$ cat src/hw/clock_status_control_pkg.sv
// Constants and carrier types for the clock status and control pin logic
package clock_status_control_pkg;
  // Bus and register geometry
  localparam int unsigned ADR_W = 8;
  localparam int unsigned TGT_W = 4;
  localparam int unsigned IRQ_W = 7;
  // Register byte offsets
  localparam logic [7:0] CTRL_OFS = 8'h00;
  localparam logic [7:0] OUT_EN_OFS = 8'h04;
  localparam logic [7:0] STEP_SIZE_OFS = 8'h08;
  localparam logic [7:0] STEP_TGT_OFS = 8'h0c;
  localparam logic [7:0] STATUS_OFS = 8'h10;
  localparam logic [7:0] IRQ_STAT_OFS = 8'h14;
  localparam logic [7:0] IRQ_CLR_OFS = 8'h18;
  localparam logic [7:0] IRQ_EN_OFS = 8'h1c;
  localparam logic [7:0] OFFSET_OFS = 8'h20;
  // Control and status field positions
  localparam int unsigned CTRL_MANUAL_BIT = 0;
  localparam int unsigned CTRL_SEL_LSB = 1;
  localparam int unsigned STAT_SEL_LSB = 6;
  // Interrupt field positions
  localparam int unsigned IRQ_LOCK_BIT = 0;
  localparam int unsigned IRQ_REF_LSB = 1;
  localparam int unsigned IRQ_XTAL_BIT = 5;
  localparam int unsigned IRQ_STEP_BIT = 6;
  // Reset values
  localparam logic [2:0] CTRL_RST = 3'h0;
  localparam logic [31:0] OUT_EN_RST = 32'hffff_ffff;
  localparam logic [31:0] STEP_SIZE_RST = 32'h0000_0001;
  localparam logic [3:0] STEP_TGT_RST = 4'h0;
  localparam logic [6:0] IRQ_EN_RST = 7'h00;
  // Control pins as seen after synchronising
  typedef struct packed {
    logic out_off;
    logic step_up;
    logic step_down;
    logic [1:0] sel;
  } pin_t;
  // Internal monitor results
  typedef struct packed {
    logic locked;
    logic [3:0] ref_ok;
    logic xtal_ok;
  } monitor_t;
endpackage

$ cat src/hw/clock_status_control_pins.sv
// Pin control, status outputs and register file of the clock generator
//
// The implementer's own choices: the address map and the Wishbone slave port.
`timescale 1ns/1ps
`default_nettype none

// Behaviour
// Disable pin high forces every clock output off.
// Lock indicator high while locked, else low.
// Each reference input has low-active loss flag.
// Crystal loss flag low while crystal absent.
// Step-up edge adds step size to target.
// Step-down edge subtracts step size from target.
// Target output and step size come from registers.
// Manual mode takes reference from select pins.
// Select code n picks reference input n.
// One step per synchronised rising edge only.
module clock_status_control_pins
  import clock_status_control_pkg::*;
#(
  parameter int unsigned NUM_OUT = 10
) (
  input wire logic clk_i,
  input wire logic rst_i,
  input wire logic wb_cyc_i,
  input wire logic wb_stb_i,
  input wire logic wb_we_i,
  input wire logic [ADR_W-1:0] wb_adr_i,
  input wire logic [31:0] wb_dat_i,
  input wire logic [3:0] wb_sel_i,
  output logic [31:0] wb_dat_o,
  output logic wb_ack_o,
  input wire logic output_disable_n_i,
  input wire logic freq_step_up_i,
  input wire logic freq_step_down_i,
  input wire logic [1:0] input_select_i,
  input wire logic pll_locked_i,
  input wire logic [3:0] ref_clock_present_i,
  input wire logic xtal_present_i,
  output logic [NUM_OUT-1:0] clk_out_enable_o,
  output logic [NUM_OUT-1:0][31:0] freq_offset_o,
  output logic [1:0] active_ref_sel_o,
  output logic lock_indicator_n_o,
  output logic input0_signal_loss_n_o,
  output logic input1_signal_loss_n_o,
  output logic input2_signal_loss_n_o,
  output logic input3_signal_loss_n_o,
  output logic xtal_signal_loss_n_o,
  output logic irq_o
);

  // Synchroniser stages, first stage read only by the second
  pin_t pin_s1_q;
  pin_t pin_s2_q;
  monitor_t mon_s1_q;
  monitor_t mon_s2_q;
  // Previous values for edge and event detection
  pin_t pin_prev_q;
  monitor_t mon_prev_q;
  // Register file
  logic [2:0] ctrl_q;
  logic [NUM_OUT-1:0] out_en_q;
  logic [31:0] step_size_q;
  logic [TGT_W-1:0] step_tgt_q;
  logic [IRQ_W-1:0] irq_stat_q;
  logic [IRQ_W-1:0] irq_en_q;
  // Bus handshake
  logic ack_q;
  logic [31:0] rdata_d;
  logic [31:0] rdata_q;
  logic access;
  logic wr;
  logic [7:0] adr;
  logic [31:0] wmask;
  // Frequency offsets, one per output
  logic [NUM_OUT-1:0][31:0] offset_q;
  logic [31:0] tgt_offset;
  logic tgt_valid;
  // Step edges and events
  logic up_rise;
  logic down_rise;
  logic [IRQ_W-1:0] events;
  logic [IRQ_W-1:0] irq_clr;
  // Status output registers
  logic [NUM_OUT-1:0] clk_en_q;
  logic [1:0] active_ref_q;
  logic lock_q;
  logic [3:0] loss_n_q;
  logic xtal_n_q;

  // Two-flop synchronisers for all pins and monitor levels
  always_ff @(posedge clk_i) begin
    if (rst_i) begin
      pin_s1_q <= '0;
      pin_s2_q <= '0;
      mon_s1_q <= '0;
      mon_s2_q <= '0;
    end else begin
      pin_s1_q <= '{output_disable_n_i, freq_step_up_i, freq_step_down_i, input_select_i};
      pin_s2_q <= pin_s1_q;
      mon_s1_q <= '{pll_locked_i, ref_clock_present_i, xtal_present_i};
      mon_s2_q <= mon_s1_q;
    end
  end

  // History for edge detection, fed only from stage two
  always_ff @(posedge clk_i) begin
    if (rst_i) begin
      pin_prev_q <= '0;
      mon_prev_q <= '0;
    end else begin
      pin_prev_q <= pin_s2_q;
      mon_prev_q <= mon_s2_q;
    end
  end

  // A held pin gives one step; a new step needs a low phase first
  assign up_rise = pin_s2_q.step_up && !pin_prev_q.step_up;
  assign down_rise = pin_s2_q.step_down && !pin_prev_q.step_down;

  // Bus decode; every byte address answers, the low two bits are ignored and unmapped words read zero
  assign access = wb_cyc_i && wb_stb_i && !ack_q;
  assign wr = access && wb_we_i;
  assign adr = {wb_adr_i[7:2], 2'b00};
  assign wmask = {{8{wb_sel_i[3]}}, {8{wb_sel_i[2]}}, {8{wb_sel_i[1]}}, {8{wb_sel_i[0]}}};

  // Classic slave: one wait state, ack stands for one cycle
  always_ff @(posedge clk_i) begin
    if (rst_i) begin
      ack_q <= 1'b0;
      rdata_q <= 32'h0000_0000;
    end else begin
      ack_q <= access;
      rdata_q <= access ? rdata_d : 32'h0000_0000;
    end
  end
  assign wb_ack_o = ack_q;
  assign wb_dat_o = rdata_q;

  // Control register: manual pin mode and software reference select
  always_ff @(posedge clk_i) begin
    if (rst_i) begin
      ctrl_q <= CTRL_RST;
    end else if (wr && adr == CTRL_OFS) begin
      ctrl_q <= (ctrl_q & ~wmask[2:0]) | (wb_dat_i[2:0] & wmask[2:0]);
    end
  end

  // Configured per-output enables
  always_ff @(posedge clk_i) begin
    if (rst_i) begin
      out_en_q <= OUT_EN_RST[NUM_OUT-1:0];
    end else if (wr && adr == OUT_EN_OFS) begin
      out_en_q <= (out_en_q & ~wmask[NUM_OUT-1:0]) | (wb_dat_i[NUM_OUT-1:0] & wmask[NUM_OUT-1:0]);
    end
  end

  // Step size and step target are software set
  always_ff @(posedge clk_i) begin
    if (rst_i) begin
      step_size_q <= STEP_SIZE_RST;
      step_tgt_q <= STEP_TGT_RST;
    end else if (wr && adr == STEP_SIZE_OFS) begin
      step_size_q <= (step_size_q & ~wmask) | (wb_dat_i & wmask);
    end else if (wr && adr == STEP_TGT_OFS) begin
      step_tgt_q <= (step_tgt_q & ~wmask[3:0]) | (wb_dat_i[3:0] & wmask[3:0]);
    end
  end

  // Interrupt enable register
  always_ff @(posedge clk_i) begin
    if (rst_i) begin
      irq_en_q <= IRQ_EN_RST;
    end else if (wr && adr == IRQ_EN_OFS) begin
      irq_en_q <= (irq_en_q & ~wmask[6:0]) | (wb_dat_i[6:0] & wmask[6:0]);
    end
  end

  // Events: lock change, reference loss, crystal loss, step pin edge
  assign events[IRQ_LOCK_BIT] = mon_s2_q.locked ^ mon_prev_q.locked;
  assign events[IRQ_XTAL_BIT:IRQ_REF_LSB] = {mon_prev_q.xtal_ok & ~mon_s2_q.xtal_ok,
                                             mon_prev_q.ref_ok & ~mon_s2_q.ref_ok};
  assign events[IRQ_STEP_BIT] = up_rise || down_rise;
  assign irq_clr = (wr && adr == IRQ_CLR_OFS) ? (wb_dat_i[6:0] & wmask[6:0]) : 7'h00;

  // Sticky status; a new event beats a clear in the same cycle
  always_ff @(posedge clk_i) begin
    if (rst_i) begin
      irq_stat_q <= 7'h00;
    end else begin
      irq_stat_q <= (irq_stat_q & ~irq_clr) | events;
    end
  end
  assign irq_o = |(irq_stat_q & irq_en_q);

  // Offset of the targeted output, zero when the target is absent
  assign tgt_valid = step_tgt_q < TGT_W'(NUM_OUT);
  assign tgt_offset = tgt_valid ? offset_q[step_tgt_q] : 32'h0000_0000;

  // Register read mux
  always_comb begin
    rdata_d = 32'h0000_0000;
    case (adr)
      CTRL_OFS: rdata_d[2:0] = ctrl_q;
      OUT_EN_OFS: rdata_d[NUM_OUT-1:0] = out_en_q;
      STEP_SIZE_OFS: rdata_d = step_size_q;
      STEP_TGT_OFS: rdata_d[3:0] = step_tgt_q;
      STATUS_OFS: rdata_d[7:0] = {active_ref_q, mon_s2_q};
      IRQ_STAT_OFS: rdata_d[6:0] = irq_stat_q;
      IRQ_EN_OFS: rdata_d[6:0] = irq_en_q;
      OFFSET_OFS: rdata_d = tgt_offset;
      default: rdata_d = 32'h0000_0000; // Clear register and holes read zero
    endcase
  end

  // Per-output offset; opposite edges in one cycle cancel out
  for (genvar g = 0; g < NUM_OUT; g++) begin : g_out
    always_ff @(posedge clk_i) begin
      if (rst_i) begin
        offset_q[g] <= 32'h0000_0000;
      end else if (step_tgt_q == TGT_W'(g)) begin
        if (up_rise && !down_rise) begin
          offset_q[g] <= offset_q[g] + step_size_q;
        end else if (down_rise && !up_rise) begin
          offset_q[g] <= offset_q[g] - step_size_q;
        end
      end
    end
  end
  assign freq_offset_o = offset_q;

  // Output gating; outputs stay off through reset
  always_ff @(posedge clk_i) begin
    if (rst_i) begin
      clk_en_q <= '0;
    end else if (pin_s2_q.out_off) begin
      clk_en_q <= '0;
    end else begin
      clk_en_q <= out_en_q;
    end
  end
  assign clk_out_enable_o = clk_en_q;

  // Active reference: pins in manual mode, register otherwise
  always_ff @(posedge clk_i) begin
    if (rst_i) begin
      active_ref_q <= 2'h0;
    end else if (ctrl_q[CTRL_MANUAL_BIT]) begin
      active_ref_q <= pin_s2_q.sel;
    end else begin
      active_ref_q <= ctrl_q[CTRL_SEL_LSB+1:CTRL_SEL_LSB];
    end
  end
  assign active_ref_sel_o = active_ref_q;

  // Status pins; reset shows unlocked and all signals lost
  always_ff @(posedge clk_i) begin
    if (rst_i) begin
      lock_q <= 1'b0;
      loss_n_q <= 4'h0;
      xtal_n_q <= 1'b0;
    end else begin
      lock_q <= mon_s2_q.locked;
      loss_n_q <= mon_s2_q.ref_ok;
      xtal_n_q <= mon_s2_q.xtal_ok;
    end
  end
  assign lock_indicator_n_o = lock_q;
  assign input0_signal_loss_n_o = loss_n_q[0];
  assign input1_signal_loss_n_o = loss_n_q[1];
  assign input2_signal_loss_n_o = loss_n_q[2];
  assign input3_signal_loss_n_o = loss_n_q[3];
  assign xtal_signal_loss_n_o = xtal_n_q;
endmodule

`default_nettype wire

$ cat config.mk
export PLATFORM = sky130hd
export DESIGN_NAME = clock_status_control_pins
export DESIGN_NICKNAME = d
export VERILOG_FILES = /design/src/hw/clock_status_control_pkg.sv /design/src/hw/clock_status_control_pins.sv
export SDC_FILE = /design/constraint.sdc
export NUM_CORES = 2
export LEC_CHECK = 0
export BUFFER_PORTS_ARGS = -buffer_cell sky130_fd_sc_hd__buf_2
export CAP_MARGIN = 20
export CORE_MARGIN = 1.5
export CORE_UTILIZATION = 28
export CTS_CLUSTER_DIAMETER = 80
export DETAILED_ROUTE_END_ITERATION = 8
export SYNTH_ARGS = -nofsm -noshare
export SYNTH_HDL_FRONTEND = slang
export SYNTH_SLANG_ARGS = --single-unit
$ cat constraint.sdc
create_clock -name clk_i -period 16 [get_ports clk_i]
set_input_delay 0.8 -clock clk_i [delete_from_list [all_inputs] [get_ports clk_i]]
set_output_delay 0.8 -clock clk_i [all_outputs]
set_load 0.03 [all_outputs]
==> impl_metrics.py <==
metrics = {
    "outcome": {
        "outcome": "finished clean",
    },
    "layout": {
        "final_layout_size_suffix_gt1_share_pct": 15.8,
        "fin_util_pct": 33.4,
        "nNetsFinal": 5088,
        "syn_to_final_growth_pct": 18.2,
    },
    "placement": {
        "numPortBuffers": 429,
        "pre_cts_slack_ns": 10.21,
        "gp_congestion": 0.942,
        "place_hpwl_um": 117000,
    },
    "yosys": {
        "yosys-top-cells-count": "nand2_1, a21oi_1, dfxtp_1, ha_1, nor2_1",
        "synth_area_leaders": "dfxtp_1, ha_1, a21oi_1",
        "synth_most_common_cell": "nand2_1",
        "synth_top_area_share_pct": 26.5,
        "syn_nets": 4736,
        "yosys_most_used_dff": "dfxtp_1",
        "synthCells": 4302,
        "synth_edf_count": 0,
        "syn_area_per_cell_sq_um": 8.03,
        "synth_async_sr_flop_share_pct": 0,
        "yosysSeqAreaShare_pct": 26.5,
        "ys_seq_elements": 458,
        "syn_area_sq_um": 34600,
        "synth_top_area_cell": "dfxtp_1",
        "yosysUniqueCellTypes": 83,
        "synth_warnings": 0,
    },
    "sta": {
        "period_needed_ns": 5.89,
        "fin_worst_skew_ns": 0.0198,
        "max_slew_margin_pct": 26.0,
        "tightest_slew_ns": 1.10,
        "fmax_mhz": 170,
        "finalSetupTns_ns": 0,
        "rsz0062_at_grt": "false",
        "hold_violations": 0,
        "whs_ns": 0.357,
        "setup_ws_ns": 10.11,
        "setup_viol": 0,
        "final_max_slew_viol_count": 0,
        "post-route-period-util_pct": 36.8,
    },
    "floorplanning": {
        "fp.dieW_um": 354,
        "die_h_um": 354,
        "placeableCoreArea_sq_um": 122000,
        "pin_count": 432,
        "start_util_pct": 28.3,
        "dieArea_sq_um": 126000,
        "rows": 128,
    },
    "clock_tree": {
        "clk_latency_ns": 0.67,
        "cts_tree": "done",
        "cts_hold_buf": 0,
        "clockRootBuffer": "clkbuf_16",
        "clk_pin_slew_ns": 0.06,
        "clockBufferDepth": 3,
        "clock-sinks": 458,
        "cts_setup_buffers": 0,
        "cts_buffers": 59,
        "cts_max_level": 2,
        "cts_resized": 0,
    },
    "routing": {
        "num_vias": 34300,
        "ant_nets": 0,
        "vias_per_cell": 5.43,
        "drc_errors": 0,
        "wl_per_cell_um": 24.1,
        "first_pass_iters": 6,
        "drtIter0Drc": 2868,
        "wl_um": 152000,
    },
    "power_and_ir_drop": {
        "power_density_nw_per_um2": 78.6,
        "p_leak_nw": 18.2,
        "power_w": 0.00321,
        "ir_worst_vdd_uv": 90.0,
    },
    "worst_setup_path": {
        "worstPathArrival_ns": 6.41,
        "critical_path_class": "reg2reg",
        "reg2regPathDepth": 17,
        "end_kind": "flip-flop",
        "start_kind": "flip-flop",
        "crit_fanout": 11,
        "cp_data_required_time_ns": 16.51,
    },
    "min_path": {
        "hold_path_depth": 2,
        "min_path_type": "in2reg",
    },
    "grt": {
        "grt_antenna_before_repair": 5,
        "grt_max_degree": 100,
        "grt_pass1_vias": 31700,
        "grt_usage_pct": 23.2,
        "grt_pass1_wl_um": 217000,
        "grt_overflow": 0,
    },
    "job": {
        "cap_violations": 0,
    },
}
## cell type report
class	count	area, sq um
diodes	1	2.50
clock buffers	82	1690
clock inverters	24	285
fillers	12900	81400
inverters	86	323
multi-input cells	3558	24700
flip-flops and latches	458	9180
well taps	1625	2030
repair buffers	491	2670
## path summary, 6_finish.rpt
kind                                        startpoint            endpoint  slack, ns
worst max-delay path                         flip-flop  freq_offset_o[223]      10.11
worst min-delay path            ref_clock_present_i[3]         mon_s1_q[4]       0.36
worst max register to register               flip-flop  freq_offset_o[223]      10.11
worst min register to register             pin_s1_q[1]         pin_s2_q[1]       0.44
## layout by cell type, fill, tap and decap left out, types with 38 or more instances in the layout
cell type  count
a21oi_1      580
a21o_1       187
nor2_1       262
xnor2_1      172
a22oi_1       42
clkbuf_16     60
buf_2        428
o21ai_0      146
xor2_1        78
nand2_1      678
nand3_1      128
dfxtp_1      454
mux2i_1       86
o22ai_1       38
mux4_2        67
buf_4         58
inv_1         85
a211oi_1      55
nor2b_1       64
o21bai_1      45
ha_1         364
nor3_1        61
## critical path: stages, from the launching register on
cell	delay (ns)
dfxtp_1	0.43
or4_1	0.67
nor4_2	0.27
nand2_1	0.18
nor2_1	0.40
a21oi_1	0.24
xor2_4	0.78
ha_1	0.45
and3_1	0.21
a211oi_1	0.26
o21ai_0	0.15
a21o_1	0.19
a21oi_1	0.21
o21ai_0	0.39
a221o_1	0.46
mux2i_1	0.22
nand3_1	0.09
nor3b_1	0.14
## routing by layer
layer	GRT usage (%)	routed length, um
met5	0	13
met4	11.5	8520
met3	7.38	15700
met2	34.9	64000
met1	29.8	64000
## per-stage QoR
stage,instance area (sq um),instances
after floorplan,34600,4302
after global placement,38800,6215
after detailed placement,38800,6215
after CTS,40800,6321
after global routing,40800,6324
final,40800,6325
## power breakdown
| part | internal, W | switching, W |
|---|---|---|
| clock network | 0.000817 | 0.000581 |
| registers | 0.00116 | 0.0000272 |
| logic | 0.000228 | 0.000395 |
| total | 0.00221 | 0.00100 |
## cell families after synthesis
| group | share of synthesized area (%) |
|---|---|
| muxes | 7.23 |
| AOI/OAI and AO/OA | 23.4 |
| buffers and inverters | 3.13 |
| xor gates and xnor gates | 7.20 |
| and+or+nand+nor | 18.8 |
| adders and majority gates | 13.8 |
| DFF | 26.5 |
No activity file was read; power rests on OpenSTA's default activity.
